## src/inc/dmpd_pkg.sv

```systemverilog
// Purpose: Shared constants and carriers for the disk mode parameter decode block
// Assumes: Registers reached over classic Wishbone with 32-bit data words
// Notes:   Each offset, field position, reset value and timing count is named once here
package dmpd_pkg;

    // ----------------------------------------------------------------
    // Register byte offsets
    // ----------------------------------------------------------------
    localparam logic [3:0] DMPD_OFS_FORMAT = 4'h0;   // format_mode_config
    localparam logic [3:0] DMPD_OFS_XFER = 4'h4;     // transfer_irq_seek_config
    localparam logic [3:0] DMPD_OFS_STEP = 4'h8;     // step_low_or_drive_ctrl
    localparam logic [3:0] DMPD_OFS_UNITS = 4'hc;    // connected_drive_map

    // ----------------------------------------------------------------
    // Field positions, format_mode_config
    // ----------------------------------------------------------------
    localparam int DMPD_B_SECTOR = 7;     // 1 hard sector, 0 soft sector
    localparam int DMPD_B_MODULATION = 6; // 1 NRZ, 0 MFM
    localparam int DMPD_B_IFACE = 5;      // 1 SMD, 0 step-pulse interface
    localparam int DMPD_B_PAD = 4;        // Pad pattern select
    localparam int DMPD_B_CHECK = 3;      // 1 ECC, 0 CRC on data area
    localparam int DMPD_B_POLY = 2;       // CRC polynomial select
    localparam int DMPD_B_INIT = 1;       // CRC initial value select
    localparam int DMPD_B_CORRECT = 0;    // Auto correct enable

    // ----------------------------------------------------------------
    // Field positions, transfer_irq_seek_config
    // ----------------------------------------------------------------
    localparam int DMPD_B_DMA = 7;        // 1 DMA, 0 PIO
    localparam int DMPD_B_BURST = 6;      // 1 burst, 0 cycle steal
    localparam int DMPD_B_END_MASK = 5;   // Command end mask
    localparam int DMPD_B_SEEK_MASK = 4;  // Seek end mask
    localparam int DMPD_B_ERR_MASK = 3;   // Drive error mask
    localparam int DMPD_B_EXCLUDE = 1;    // Mark exclude
    localparam int DMPD_B_PARALLEL = 0;   // Parallel seek

    // ----------------------------------------------------------------
    // Field positions, SMD drive control (low nibble of step register)
    // ----------------------------------------------------------------
    localparam int DMPD_B_OFFSET_MINUS = 3;
    localparam int DMPD_B_OFFSET_PLUS = 2;
    localparam int DMPD_B_LATE = 1;
    localparam int DMPD_B_EARLY = 0;

    // ----------------------------------------------------------------
    // Status bit positions gated by the masks
    // ----------------------------------------------------------------
    localparam int DMPD_B_CMD_END = 5;
    localparam int DMPD_B_SEEK_END = 4;
    localparam int DMPD_B_DRV_ERR = 3;

    // ----------------------------------------------------------------
    // Reset values
    // ----------------------------------------------------------------
    localparam logic [7:0] DMPD_RST_FORMAT = 8'h00;
    localparam logic [7:0] DMPD_RST_XFER = 8'h00;
    localparam logic [7:0] DMPD_RST_STEP = 8'h00;
    localparam logic [7:0] DMPD_RST_UNITS = 8'h00;

    // ----------------------------------------------------------------
    // Pattern, code and timing constants
    // ----------------------------------------------------------------
    localparam logic [7:0] DMPD_PAD_GAP = 8'h4e;
    localparam logic [7:0] DMPD_PAD_ZERO = 8'h00;
    localparam logic [15:0] DMPD_CRC_INIT_ZERO = 16'h0000;
    localparam logic [15:0] DMPD_CRC_INIT_ONES = 16'hffff;
    localparam logic [15:0] DMPD_CRC_POLY_CCITT = 16'h1021;  // x16+x12+x5+1
    localparam logic [15:0] DMPD_CRC_POLY_PLAIN = 16'h0001;  // x16+1
    localparam logic [31:0] DMPD_ECC_POLY = 32'h00a00805;    // x32+x23+x21+x11+x2+1
    localparam logic [31:0] DMPD_ECC_INIT = 32'h00000000;
    localparam logic [2:0] DMPD_ECC_BYTES = 3'h4;
    localparam logic [2:0] DMPD_CRC_BYTES = 3'h2;
    localparam logic [1:0] DMPD_PAD_LEN_EXCL = 2'h2;
    localparam logic [1:0] DMPD_PAD_LEN_INCL = 2'h3;
    localparam logic [2:0] DMPD_REC_LEN_256 = 3'h1;
    localparam logic [7:0] DMPD_STEP_CODE_MAX = 8'hff;
    localparam logic [18:0] DMPD_NS_CODE0 = 19'd988;
    localparam logic [18:0] DMPD_NS_STEP = 19'd1280;
    localparam logic [18:0] DMPD_NS_BASE = 19'd2364;
    localparam logic [18:0] DMPD_PS_CODE0 = 19'd27;
    localparam logic [18:0] DMPD_PS_STEP = 19'd6;
    localparam logic [18:0] DMPD_PS_BASE = 19'd28;
    localparam logic [18:0] DMPD_PS_FASTEST = 19'd5;

    // ----------------------------------------------------------------
    // Carriers
    // ----------------------------------------------------------------
    typedef struct packed {
        logic hard_sector;          // Sector organisation
        logic nrz_select;           // Modulation
        logic smd_select;           // Drive interface
        logic [7:0] pad_byte;       // Pad pattern to write
        logic [1:0] pad_length;     // Pad length in bytes
        logic ecc_select;           // Data area check code
        logic [2:0] check_bytes;    // Appended check bytes
        logic [15:0] crc_poly;      // CRC generator
        logic [15:0] crc_init;      // CRC preset
        logic [31:0] ecc_poly;      // ECC generator
        logic [31:0] ecc_init;      // ECC preset
        logic correct_enable;       // Auto correct active
        logic mark_exclude;         // Sync mark outside check span
    } dmpd_format_s;

    typedef struct packed {
        logic dma_select;           // DMA to memory
        logic burst_select;         // Burst versus cycle steal
        logic parallel_seek;        // Seek mode
        logic wait_seek_end;        // Seek ends on drive seek end
        logic step_enable;          // Step pulses issued
        logic step_disabled;        // Code disables stepping
        logic [18:0] step_low_clks; // Step low width in clocks
    } dmpd_xfer_s;

endpackage

```

## src/design/dmpd_top.sv

```systemverilog
// Purpose: Mode parameter register bank and decode for a disk controller
// Assumes: Classic Wishbone slave, single 250 MHz clock, synchronous reset
// Notes:   Decoded controls feed the command engine, which lives elsewhere
//
// Overview of operation
// - Sector bit picks hard or soft sector
// - Modulation bit: one NRZ, zero MFM
// - Interface bit picks SMD bus or stepping
// - Pad byte 4E or 00 after fields
// - ID always CRC; data ECC or CRC
// - ECC four bytes, fixed polynomial, zero preset
// - Polynomial bit picks CRC generator
// - CRC preset follows initial-value bit
// - Auto correct only with ECC, 256; gated here by ECC only
// - Transfer bit: DMA or stop at buffers
// - Burst bit picks burst or cycle steal
// - Mask bits suppress status interrupt sources
// - Exclude bit: mark span, pad length
// - Normal seek waits for seek end
// - Parallel seek ends without seek end
// - Normal seek step low width formula
// - Parallel seek step low width formula
// - SMD controls only during read commands
// - Servo offset minus and plus outputs
// - Late and early strobe outputs
// - Unit bitmap marks present drives
// - CRC preset 0000 or FFFF
`timescale 1ns/10ps

module dmpd_top
    import dmpd_pkg::*;
(
    input wire logic clk_i,                    // 250 MHz clock
    input wire logic rst_i,                    // Synchronous active high reset
    input wire logic cyc_i,                    // Wishbone cycle
    input wire logic stb_i,                    // Wishbone strobe
    input wire logic we_i,                     // Wishbone write enable
    input wire logic [3:0] adr_i,              // Byte address
    input wire logic [3:0] sel_i,              // Byte lanes
    input wire logic [31:0] dat_i,             // Write data
    output logic [31:0] dat_o,                 // Read data
    output logic ack_o,                        // Acknowledge
    input wire logic read_cmd_i,               // Engine runs a read command
    input wire logic write_cmd_i,              // Engine runs a write command
    input wire logic seek_cmd_i,               // Engine runs seek or recalibrate
    input wire logic [7:0] status_i,           // Engine status register
    output logic irq_o,                        // Interrupt request, active high
    output dmpd_format_s format_o,             // Decoded disk format controls
    output dmpd_xfer_s xfer_o,                 // Decoded transfer and seek controls
    output logic servo_offset_minus_o,         // SMD head offset outward
    output logic servo_offset_plus_o,          // SMD head offset inward
    output logic late_strobe_o,                // SMD late strobe request
    output logic early_strobe_o,               // SMD early strobe request
    output logic [7:0] connected_drive_map_o,  // Present drives
    output logic config_error_o                // Prohibited combination loaded
);

    // ----------------------------------------------------------------
    // Register state
    // ----------------------------------------------------------------
    logic [7:0] format_mode_config;      // Format and check code bits
    logic [7:0] transfer_irq_seek_config; // Transfer, masks, seek bits
    logic [7:0] step_low_or_drive_ctrl;  // Step low code or SMD controls
    logic [7:0] connected_drive_map;     // Drive bitmap
    logic [7:0] next_format_mode_config;
    logic [7:0] next_transfer_irq_seek_config;
    logic [7:0] next_step_low_or_drive_ctrl;
    logic [7:0] next_connected_drive_map;
    logic ack;                           // Registered acknowledge
    logic next_ack;
    logic [31:0] rdata;                  // Registered read data
    logic [31:0] next_rdata;
    logic req;                           // New bus request this cycle
    logic wr_lane0;                      // Write touching the low byte

    assign req = cyc_i & stb_i & ~ack;
    assign wr_lane0 = req & we_i & sel_i[0];

    // ----------------------------------------------------------------
    // Bus next state
    // ----------------------------------------------------------------
    // Registers are write-only in the device, but reading back is handy
    // for software and test, so they read their held value.
    always_comb begin
        next_format_mode_config = format_mode_config;
        next_transfer_irq_seek_config = transfer_irq_seek_config;
        next_step_low_or_drive_ctrl = step_low_or_drive_ctrl;
        next_connected_drive_map = connected_drive_map;
        next_ack = req;
        next_rdata = rdata;
        if (wr_lane0) begin
            case (adr_i)
                DMPD_OFS_FORMAT: next_format_mode_config = dat_i[7:0];
                DMPD_OFS_XFER: next_transfer_irq_seek_config = dat_i[7:0];
                DMPD_OFS_STEP: next_step_low_or_drive_ctrl = dat_i[7:0];
                DMPD_OFS_UNITS: next_connected_drive_map = dat_i[7:0];
                default: begin
                    // Unmapped write is acknowledged and dropped
                end
            endcase
        end
        if (req && !we_i) begin
            case (adr_i)
                DMPD_OFS_FORMAT: next_rdata = {24'h000000, format_mode_config};
                DMPD_OFS_XFER: next_rdata = {24'h000000, transfer_irq_seek_config};
                DMPD_OFS_STEP: next_rdata = {24'h000000, step_low_or_drive_ctrl};
                DMPD_OFS_UNITS: next_rdata = {24'h000000, connected_drive_map};
                default: next_rdata = 32'h00000000;  // Unmapped reads zero
            endcase
        end
    end

    // ----------------------------------------------------------------
    // Bus registers
    // ----------------------------------------------------------------
    always_ff @(posedge clk_i) begin
        if (rst_i) begin
            format_mode_config <= DMPD_RST_FORMAT;
            transfer_irq_seek_config <= DMPD_RST_XFER;
            step_low_or_drive_ctrl <= DMPD_RST_STEP;
            connected_drive_map <= DMPD_RST_UNITS;
            ack <= 1'b0;
            rdata <= 32'h00000000;
        end else begin
            format_mode_config <= next_format_mode_config;
            transfer_irq_seek_config <= next_transfer_irq_seek_config;
            step_low_or_drive_ctrl <= next_step_low_or_drive_ctrl;
            connected_drive_map <= next_connected_drive_map;
            ack <= next_ack;
            rdata <= next_rdata;
        end
    end

    assign ack_o = ack;
    assign dat_o = rdata;

    // ----------------------------------------------------------------
    // Decode next state
    // ----------------------------------------------------------------
    dmpd_format_s fmt;                   // Registered format decode
    dmpd_format_s next_fmt;
    dmpd_xfer_s xfr;                     // Registered transfer decode
    dmpd_xfer_s next_xfr;
    logic [3:0] drv;                     // Registered SMD controls
    logic [3:0] next_drv;
    logic irq;
    logic next_irq;
    logic cfg_err;
    logic next_cfg_err;
    logic [7:0] units;
    logic [7:0] next_units;
    logic [7:0] step_code;               // Step low code
    logic [18:0] step_code_ext;          // Code widened for arithmetic

    assign step_code = step_low_or_drive_ctrl;
    assign step_code_ext = {11'h000, step_code};

    // Decode is registered one cycle after the register, so a command
    // starting in the same cycle as a write sees the old setting.
    always_comb begin
        next_fmt = fmt;
        next_fmt.hard_sector = format_mode_config[DMPD_B_SECTOR];
        next_fmt.nrz_select = format_mode_config[DMPD_B_MODULATION];
        next_fmt.smd_select = format_mode_config[DMPD_B_IFACE];
        // Hard sector always pads with zero
        if (format_mode_config[DMPD_B_PAD] && !format_mode_config[DMPD_B_SECTOR]) begin
            next_fmt.pad_byte = DMPD_PAD_GAP;
        end else begin
            next_fmt.pad_byte = DMPD_PAD_ZERO;
        end
        next_fmt.ecc_select = format_mode_config[DMPD_B_CHECK];
        next_fmt.check_bytes = format_mode_config[DMPD_B_CHECK] ? DMPD_ECC_BYTES
                                                              : DMPD_CRC_BYTES;
        next_fmt.ecc_poly = DMPD_ECC_POLY;
        next_fmt.ecc_init = DMPD_ECC_INIT;
        next_fmt.crc_poly = format_mode_config[DMPD_B_POLY] ? DMPD_CRC_POLY_CCITT
                                                            : DMPD_CRC_POLY_PLAIN;
        next_fmt.crc_init = format_mode_config[DMPD_B_INIT] ? DMPD_CRC_INIT_ONES
                                                            : DMPD_CRC_INIT_ZERO;
        // Correction gated by ECC; length checked by the engine
        next_fmt.correct_enable = format_mode_config[DMPD_B_CORRECT]
                                  & format_mode_config[DMPD_B_CHECK];
        next_fmt.mark_exclude = transfer_irq_seek_config[DMPD_B_EXCLUDE];
        next_fmt.pad_length = transfer_irq_seek_config[DMPD_B_EXCLUDE] ? DMPD_PAD_LEN_EXCL
                                                                    : DMPD_PAD_LEN_INCL;

        next_xfr = xfr;
        // DMA or PIO; PIO leaves memory moves to the host
        next_xfr.dma_select = transfer_irq_seek_config[DMPD_B_DMA];
        next_xfr.burst_select = transfer_irq_seek_config[DMPD_B_BURST];
        next_xfr.parallel_seek = transfer_irq_seek_config[DMPD_B_PARALLEL];
        // Wait for seek end only in normal seek
        next_xfr.wait_seek_end = ~transfer_irq_seek_config[DMPD_B_PARALLEL];
        next_xfr.step_enable = ~format_mode_config[DMPD_B_IFACE];
        next_xfr.step_disabled = 1'b0;
        if (transfer_irq_seek_config[DMPD_B_PARALLEL]) begin
            if (step_code == 8'h00) begin
                next_xfr.step_low_clks = DMPD_PS_CODE0;
            end else if (step_code == DMPD_STEP_CODE_MAX) begin
                next_xfr.step_low_clks = DMPD_PS_FASTEST;
            end else begin
                next_xfr.step_low_clks = 19'(step_code_ext * DMPD_PS_STEP + DMPD_PS_BASE);
            end
        end else begin
            if (step_code == 8'h00) begin
                next_xfr.step_low_clks = DMPD_NS_CODE0;
            end else if (step_code == DMPD_STEP_CODE_MAX) begin
                next_xfr.step_low_clks = 19'h00000;
                next_xfr.step_disabled = 1'b1;
            end else begin
                next_xfr.step_low_clks =
                    19'((step_code_ext - 19'd1) * DMPD_NS_STEP + DMPD_NS_BASE);
            end
        end

        // SMD controls only in reads, low in writes and seeks
        if (format_mode_config[DMPD_B_IFACE] && read_cmd_i && !write_cmd_i && !seek_cmd_i) begin
            next_drv = step_low_or_drive_ctrl[3:0];
        end else begin
            next_drv = 4'h0;
        end

        next_irq = (status_i[DMPD_B_CMD_END] & ~transfer_irq_seek_config[DMPD_B_END_MASK])
                 | (status_i[DMPD_B_SEEK_END] & ~transfer_irq_seek_config[DMPD_B_SEEK_MASK])
                 | (status_i[DMPD_B_DRV_ERR] & ~transfer_irq_seek_config[DMPD_B_ERR_MASK]);

        // Step interface serves four drives only
        if (format_mode_config[DMPD_B_IFACE]) begin
            next_units = connected_drive_map;
        end else begin
            next_units = {4'h0, connected_drive_map[3:0]};
        end

        // Flag the combinations that software is told never to load
        next_cfg_err = (format_mode_config[DMPD_B_PAD] & format_mode_config[DMPD_B_SECTOR])
                     | (format_mode_config[DMPD_B_CORRECT] & ~format_mode_config[DMPD_B_CHECK])
                     | (format_mode_config[DMPD_B_IFACE] & (|step_low_or_drive_ctrl[7:4]));
    end

    // ----------------------------------------------------------------
    // Decode registers
    // ----------------------------------------------------------------
    always_ff @(posedge clk_i) begin
        if (rst_i) begin
            fmt <= '0;
            xfr <= '0;
            drv <= 4'h0;
            irq <= 1'b0;
            units <= 8'h00;
            cfg_err <= 1'b0;
        end else begin
            fmt <= next_fmt;
            xfr <= next_xfr;
            drv <= next_drv;
            irq <= next_irq;
            units <= next_units;
            cfg_err <= next_cfg_err;
        end
    end

    // ----------------------------------------------------------------
    // Outputs
    // ----------------------------------------------------------------
    assign format_o = fmt;
    assign xfer_o = xfr;
    assign servo_offset_minus_o = drv[DMPD_B_OFFSET_MINUS];
    assign servo_offset_plus_o = drv[DMPD_B_OFFSET_PLUS];
    assign late_strobe_o = drv[DMPD_B_LATE];
    assign early_strobe_o = drv[DMPD_B_EARLY];
    assign irq_o = irq;
    assign connected_drive_map_o = units;
    assign config_error_o = cfg_err;

endmodule

```

## config.mk

```make
export PLATFORM = sky130hd
export DESIGN_NAME = dmpd_top
export DESIGN_NICKNAME = d
export VERILOG_FILES = /design/src/inc/dmpd_pkg.sv /design/src/design/dmpd_top.sv
export SDC_FILE = /design/constraint.sdc
export NUM_CORES = 1
export LEC_CHECK = 0
export BUFFER_PORTS_ARGS = -buffer_cell sky130_fd_sc_hd__buf_2
export CAP_MARGIN = 20
export CORE_MARGIN = 2
export CORE_UTILIZATION = 49
export CTS_BUF_LIST = sky130_fd_sc_hd__clkbuf_2
export DETAILED_ROUTE_END_ITERATION = 10
export PLACE_DENSITY = 0.8
export SLEW_MARGIN = 20
export SYNTH_ARGS = -nofsm -noshare
export SYNTH_HDL_FRONTEND = slang
export SYNTH_SLANG_ARGS = --single-unit
```

## constraint.sdc

```tcl
create_clock -name clk_i -period 4.3 [get_ports clk_i]
set_input_delay 0.86 -clock clk_i [delete_from_list [all_inputs] [get_ports clk_i]]
set_output_delay 0.86 -clock clk_i [all_outputs]
set_load 0.02 [all_outputs]
```

==> out/metrics.cfg, run 1 <==
[status]
status=complete, no violations

[global_routing]
antenna_found_initial=0
grt_pass1_vias=3468
grt-ovfl-total=0
grt_max_degree=64
grt.total_usage=0.173
grt_pass1_wl_mm=16.3

[sta]
slew_viol_final=0
rsz0062_at_grt=false
fmaxAchievable_mhz=269
final-setup-viol-count=0
holdWs_ns=0.473
setup_slack_ns=0.585
slew_headroom=0.596
hold_viol=0
finalClockSkew_ns=0.0368
fin_tns_setup_ns=0
period_needed_ns=3.71
period_share=0.864
worstMarginPinSlew_ns=0.604

[placement]
portBuffers=109
preCtsSetupSlack_ns=0.656
hpwl_mm=8.36
gp_congestion=0.902

[routing]
drt_wl_total_mm=10.8
drc=0
avgViaCountPerCell=4.84
wl_per_cell_um=13.3
drt_iter0_drc=179
drtPass1Iterations=5
vias=3931
ant_nets=0

[floorplan]
die_area_sq_um=11900
fp.dieW_um=109
io_pins=243
coreArea_sq_um=10800
start_util=0.501
chipHeight_um=109
fp-row-count=38

[run]
cap_violations=0

[clocking]
cts_resized=0
root_buffer=clkbuf_2
clk_pin_slew_ns=0.24
cts.sinks=93
clk_path_buf_depth=2
numCtsBuffers=9
clock_latency_ns=0.55
post-cts-setup-buffers=0
cts_hold_buf=0
htree_levels=3
cts_tree=built

[synth]
synth_edf_count=0
yosysUniqueCellTypes=64
synth_cells=588
yosysWarnings=0
synth-seq-area-share=0.343
yosys_most_used_dff=dfxtp_1
async_flop_share=0
syn_area_sq_um=5430
yosys_register_bits=93
avgSynthCellArea_sq_um=9.24

[power]
irDropWorstVdd_v=0.000168
power_mw=1.46
powerDensity_nw_per_um2=260
leakage_nw=2.82

[finish]
drive_above_1_share=0.215
fin_nets=762
layout_commonest_cell=buf_2
area_growth_pct=3.50
diodes=0
final_cell_mix=109 x buf_2, 101 x conb_1, 93 x dfxtp_1

[critical_path]
path_cells=inv_1 > ha_1 > nand2_1 > nand2_1 > xnor2_1 > inv_1 > ha_1 > ha_1 > fa_1 > a211oi_1 > nor2_1 > xor2_1 > and4b_1 > a211o_1 > a21oi_1
cp-start-kind=register
critPathKind=register to register
crit_required_ns=4.80
cp-end-kind=register
critical_path.most_common_cell=ha_1
slowest_stage=dfxtp_1
crit_arrival_ns=4.21
path_max_fanout=7
critPathMaxStageDelay_ns=0.63
rr_worst_depth=15

[hold_path]
hold_path_class=register to register
holdPathStages=2

[metal layers]
layer	vias to the layer above	track usage	part of all wire
met5	-	0	0
met4	0	0.0633	0.015
met3	15	0.0338	0.086
met2	209	0.290	0.47
met1	1802	0.222	0.43
li1	1905	-	-
[final cells by class]
class | instances | area (sq um)
Clock buffer | 9 | 45.0
Clock inverter | 5 | 37.5
Fill cell | 993 | 5220
Inverter | 22 | 82.6
Multi-Input combinational cell | 433 | 2860
Sequential cell | 93 | 1860
Tap cell | 140 | 175
Timing Repair Buffer | 111 | 561
[Yosys cell counts (3+ instances only)]
library cell	n	area, sq um
a211oi_1	3	22.5
o211ai_1	3	22.5
a21oi_1	16	80.1
ha_1	34	425
a22oi_1	8	60.1
and2_1	6	37.5
o21ai_0	7	35.0
o21a_1	3	22.5
a211oi_2	3	37.5
nor3b_1	5	37.5
nor2b_1	12	75.1
buf_1	4	15.0
xnor2_1	16	140
mux2i_1	24	240
nor2_1	77	289
dfxtp_1	93	1860
o22ai_1	3	18.8
xor2_1	13	114
inv_1	22	82.6
nand3_1	3	15.0
nor3_1	6	30.0
nand2b_1	3	18.8
buf_4	127	953
clkbuf_1	8	30.0
o21ai_1	3	15.0
nand2_1	32	120
mux4_2	8	180
[where the power goes]
group / switching [mW] / internal (mW) / leakage (nW) / total (mW)
logic: 0.158 / 0.0549 / 2.01 / 0.213
registers: 0.00297 / 0.874 / 0.754 / 0.877
clock network: 0.298 / 0.0723 / 0.0519 / 0.370
total: 0.459 / 1.00 / 2.82 / 1.46
[path summary, 6_finish.rpt]
check | start | slack, ns | to
min reg2reg | transfer_irq_seek_config[2]$_SDFFE_PP0P_ | 0.47 | transfer_irq_seek_config[2]$_SDFFE_PP0P_
max | step_code[2]$_SDFFE_PP0P_ | 0.59 | xfer_o[18]$_SDFF_PP0_
max reg2reg | step_code[2]$_SDFFE_PP0P_ | 0.59 | xfer_o[18]$_SDFF_PP0_
min | transfer_irq_seek_config[2]$_SDFFE_PP0P_ | 0.47 | transfer_irq_seek_config[2]$_SDFFE_PP0P_
[stage by stage]
step / cells / area, sq um / utilization
after detailed placement: 799 / 5540 / 0.511
after global routing: 813 / 5620 / 0.519
after CTS: 813 / 5620 / 0.519
final: 813 / 5620 / 0.519
after floorplan: 688 / 5810 / -
after global placement: 799 / 5540 / 0.511
[flip-flops by register name, summed over array words and instances, names as in the netlist, 8 cells and up]
signal                    count
xfer_o                       25
format_o                     13
connected_drive_map           8
connected_drive_map_o         8
dat_o                         8
format_mode_config            8
step_code                     8
transfer_irq_seek_config      8
[worst max-delay path: cells and delay by family (launching register included)]
| kind | cells | cell delay [ns] |
|---|---|---|
| adder cells (fa/ha/maj) | 4 | 1.16 |
| XOR/XNOR | 2 | 0.39 |
| flip-flops | 1 | 0.63 |
| buffers and inverters | 2 | 0.30 |
| AND/OR/NAND/NOR | 4 | 0.47 |
| AO/OA/AOI/OAI | 3 | 0.70 |
[kinds of logic after synthesis]
logic type | share of synthesized area
other cells | 0.000690
buf+inv | 0.200
xor+xnor | 0.0509
mux | 0.0774
flops | 0.343
compound gates | 0.0843
simple gates | 0.158
fa+ha+maj | 0.0857
No activity file was read; power rests on OpenSTA's default activity.
==> inputs of run 2 (changes only) <==
- CORE_ASPECT_RATIO: not set -> 1.25
- PLACE_DENSITY: 0.8 -> not set
- PLACE_DENSITY_LB_ADDON: not set -> 0.25
- SLEW_MARGIN: 20 -> 0
==> out/metrics.cfg, run 2 (synthesis results as in run 1) <==
[global_routing]
grt_pass1_vias=3412
grt-ovfl-total=0
grt.total_usage=0.176
grt_pass1_wl_mm=16.6
antenna_found_initial=0
grt_max_degree=67

[routing]
drt_wl_total_mm=10.8
drc=0
vias=3840
ant_nets=0
drt_iter0_drc=123
wl_per_cell_um=13.3
drtPass1Iterations=5
avgViaCountPerCell=4.73

[floorplan]
die_area_sq_um=12000
coreArea_sq_um=11000
io_pins=243
fp-row-count=43
start_util=0.495
fp.dieW_um=98.2
chipHeight_um=122

[finish]
drive_above_1_share=0.219
layout_commonest_cell=buf_2
area_growth_pct=3.87
multiInputGateArea_sq_um=2860
fin_nets=762
largest_register_ffs=25
fillerInstances=1072
fin_cells=811
ff_latch_area_sq_um=1860
design_area_sq_um=5640
final_cell_mix=109 x buf_2, 101 x conb_1, 93 x dfxtp_1

[clocking]
clk_pin_slew_ns=0.30
cts_resized=0
cts_hold_buf=0
numCtsBuffers=9
htree_levels=3
clk_path_buf_depth=2
cts.sinks=93
cts_tree=built
clock_latency_ns=0.59
post-cts-setup-buffers=0
root_buffer=clkbuf_2

[critical_path]
critPathMaxStageDelay_ns=0.62
rr_worst_depth=15
critical-path-top-delay-family=adder cells
path_buf_inv=2
cp-start-kind=register
cp.depth=15
critPathKind=register to register
crit_required_ns=4.82
path_max_fanout=7
crit_arrival_ns=4.22
rr_startpoint=step_code[2]$_SDFFE_PP0P_
path_cells=inv_1 > ha_1 > nand2_1 > nand2_1 > xnor2_1 > inv_1 > ha_1 > ha_1 > fa_1 > a211oi_1 > nor2_1 > xor2_1 > and4b_1 > a211o_1 > a21oi_1
critical_path.most_common_cell=ha_1
cp-startpoint=step_code[2]$_SDFFE_PP0P_
rrSetupSlack_ns=0.60
cp-end-kind=register
slowest_stage=dfxtp_1

[sta]
worstMarginPinSlew_ns=0.686
finalClockSkew_ns=0.0416
slew_headroom=0.540
fmaxAchievable_mhz=270
holdWs_ns=0.479
rsz0062_at_grt=false
period_needed_ns=3.70
final-setup-viol-count=0
hold_viol=0
fin_tns_setup_ns=0
period_share=0.860
slew_viol_final=0

[run]
cap_violations=0

[placement]
place_inst=794
dpl-instance-area_sq_um=5530
gp_congestion=0.903
portBuffers=109
hpwl_mm=8.24

[status]
status=complete, no violations

[power]
power_mw=1.51
irDropWorstVdd_v=0.000148
powerDensity_nw_per_um2=268
leakage_nw=2.83

[hold_path]
hold_path_class=register to register
hold_path_startpoint=transfer_irq_seek_config[2]$_SDFFE_PP0P_
holdPathStages=2

## run 2: path summary, 6_finish.rpt
path,endpoint
max,xfer_o[18]$_SDFF_PP0_
min,transfer_irq_seek_config[2]$_SDFFE_PP0P_
max reg2reg,xfer_o[18]$_SDFF_PP0_
min reg2reg,transfer_irq_seek_config[2]$_SDFFE_PP0P_
## run 2: layout make-up
cell class | instances | area share
well taps | 135 | 0.0299
inverters | 22 | 0.0146
diodes | 1 | 0.000443
clock buffers | 9 | 0.00798
repair buffers | 111 | 0.0993
flip-flops and latches | 93 | 0.330
clock inverters | 7 | 0.0109
multi-input cells | 433 | 0.507
## run 2: worst reg2reg max path: cells and delay by family, from the launching register on
| kind | cells | cell delay (ns) |
|---|---|---|
| XOR/XNOR | 2 | 0.37 |
| AO/OA/AOI/OAI | 3 | 0.69 |
| flip-flops | 1 | 0.62 |
| AND/OR/NAND/NOR | 4 | 0.48 |
| adder cells (fa/ha/maj) | 4 | 1.18 |
| buffers and inverters | 2 | 0.30 |
## run 2: routing by layer
metal  global-route usage  up-vias  share of wire  routed length (um)
met1                0.209     1780           0.41                4380
met3               0.0413       10          0.057                 619
met4               0.0642        0          0.015                 162
met2                0.312      138           0.52                5610
met5                    0        -              0                   0
li1                     -     1912              -                   -
## run 2: stage by stage
stage,setup slack (ns),util
3_3_place_gp,0.683,0.504
3_5_place_dp,0.663,0.504
5_1_grt,0.267,0.514
2_1_floorplan,1.09,-
6_report,0.601,0.514
4_1_cts,0.575,0.514
## run 2: power by group
part           total, mW  leakage [nW]  internal, mW  switching, mW
combinational      0.214          2.01        0.0549          0.159
clock              0.420        0.0671        0.0906          0.329
sequential         0.877         0.754         0.874        0.00297
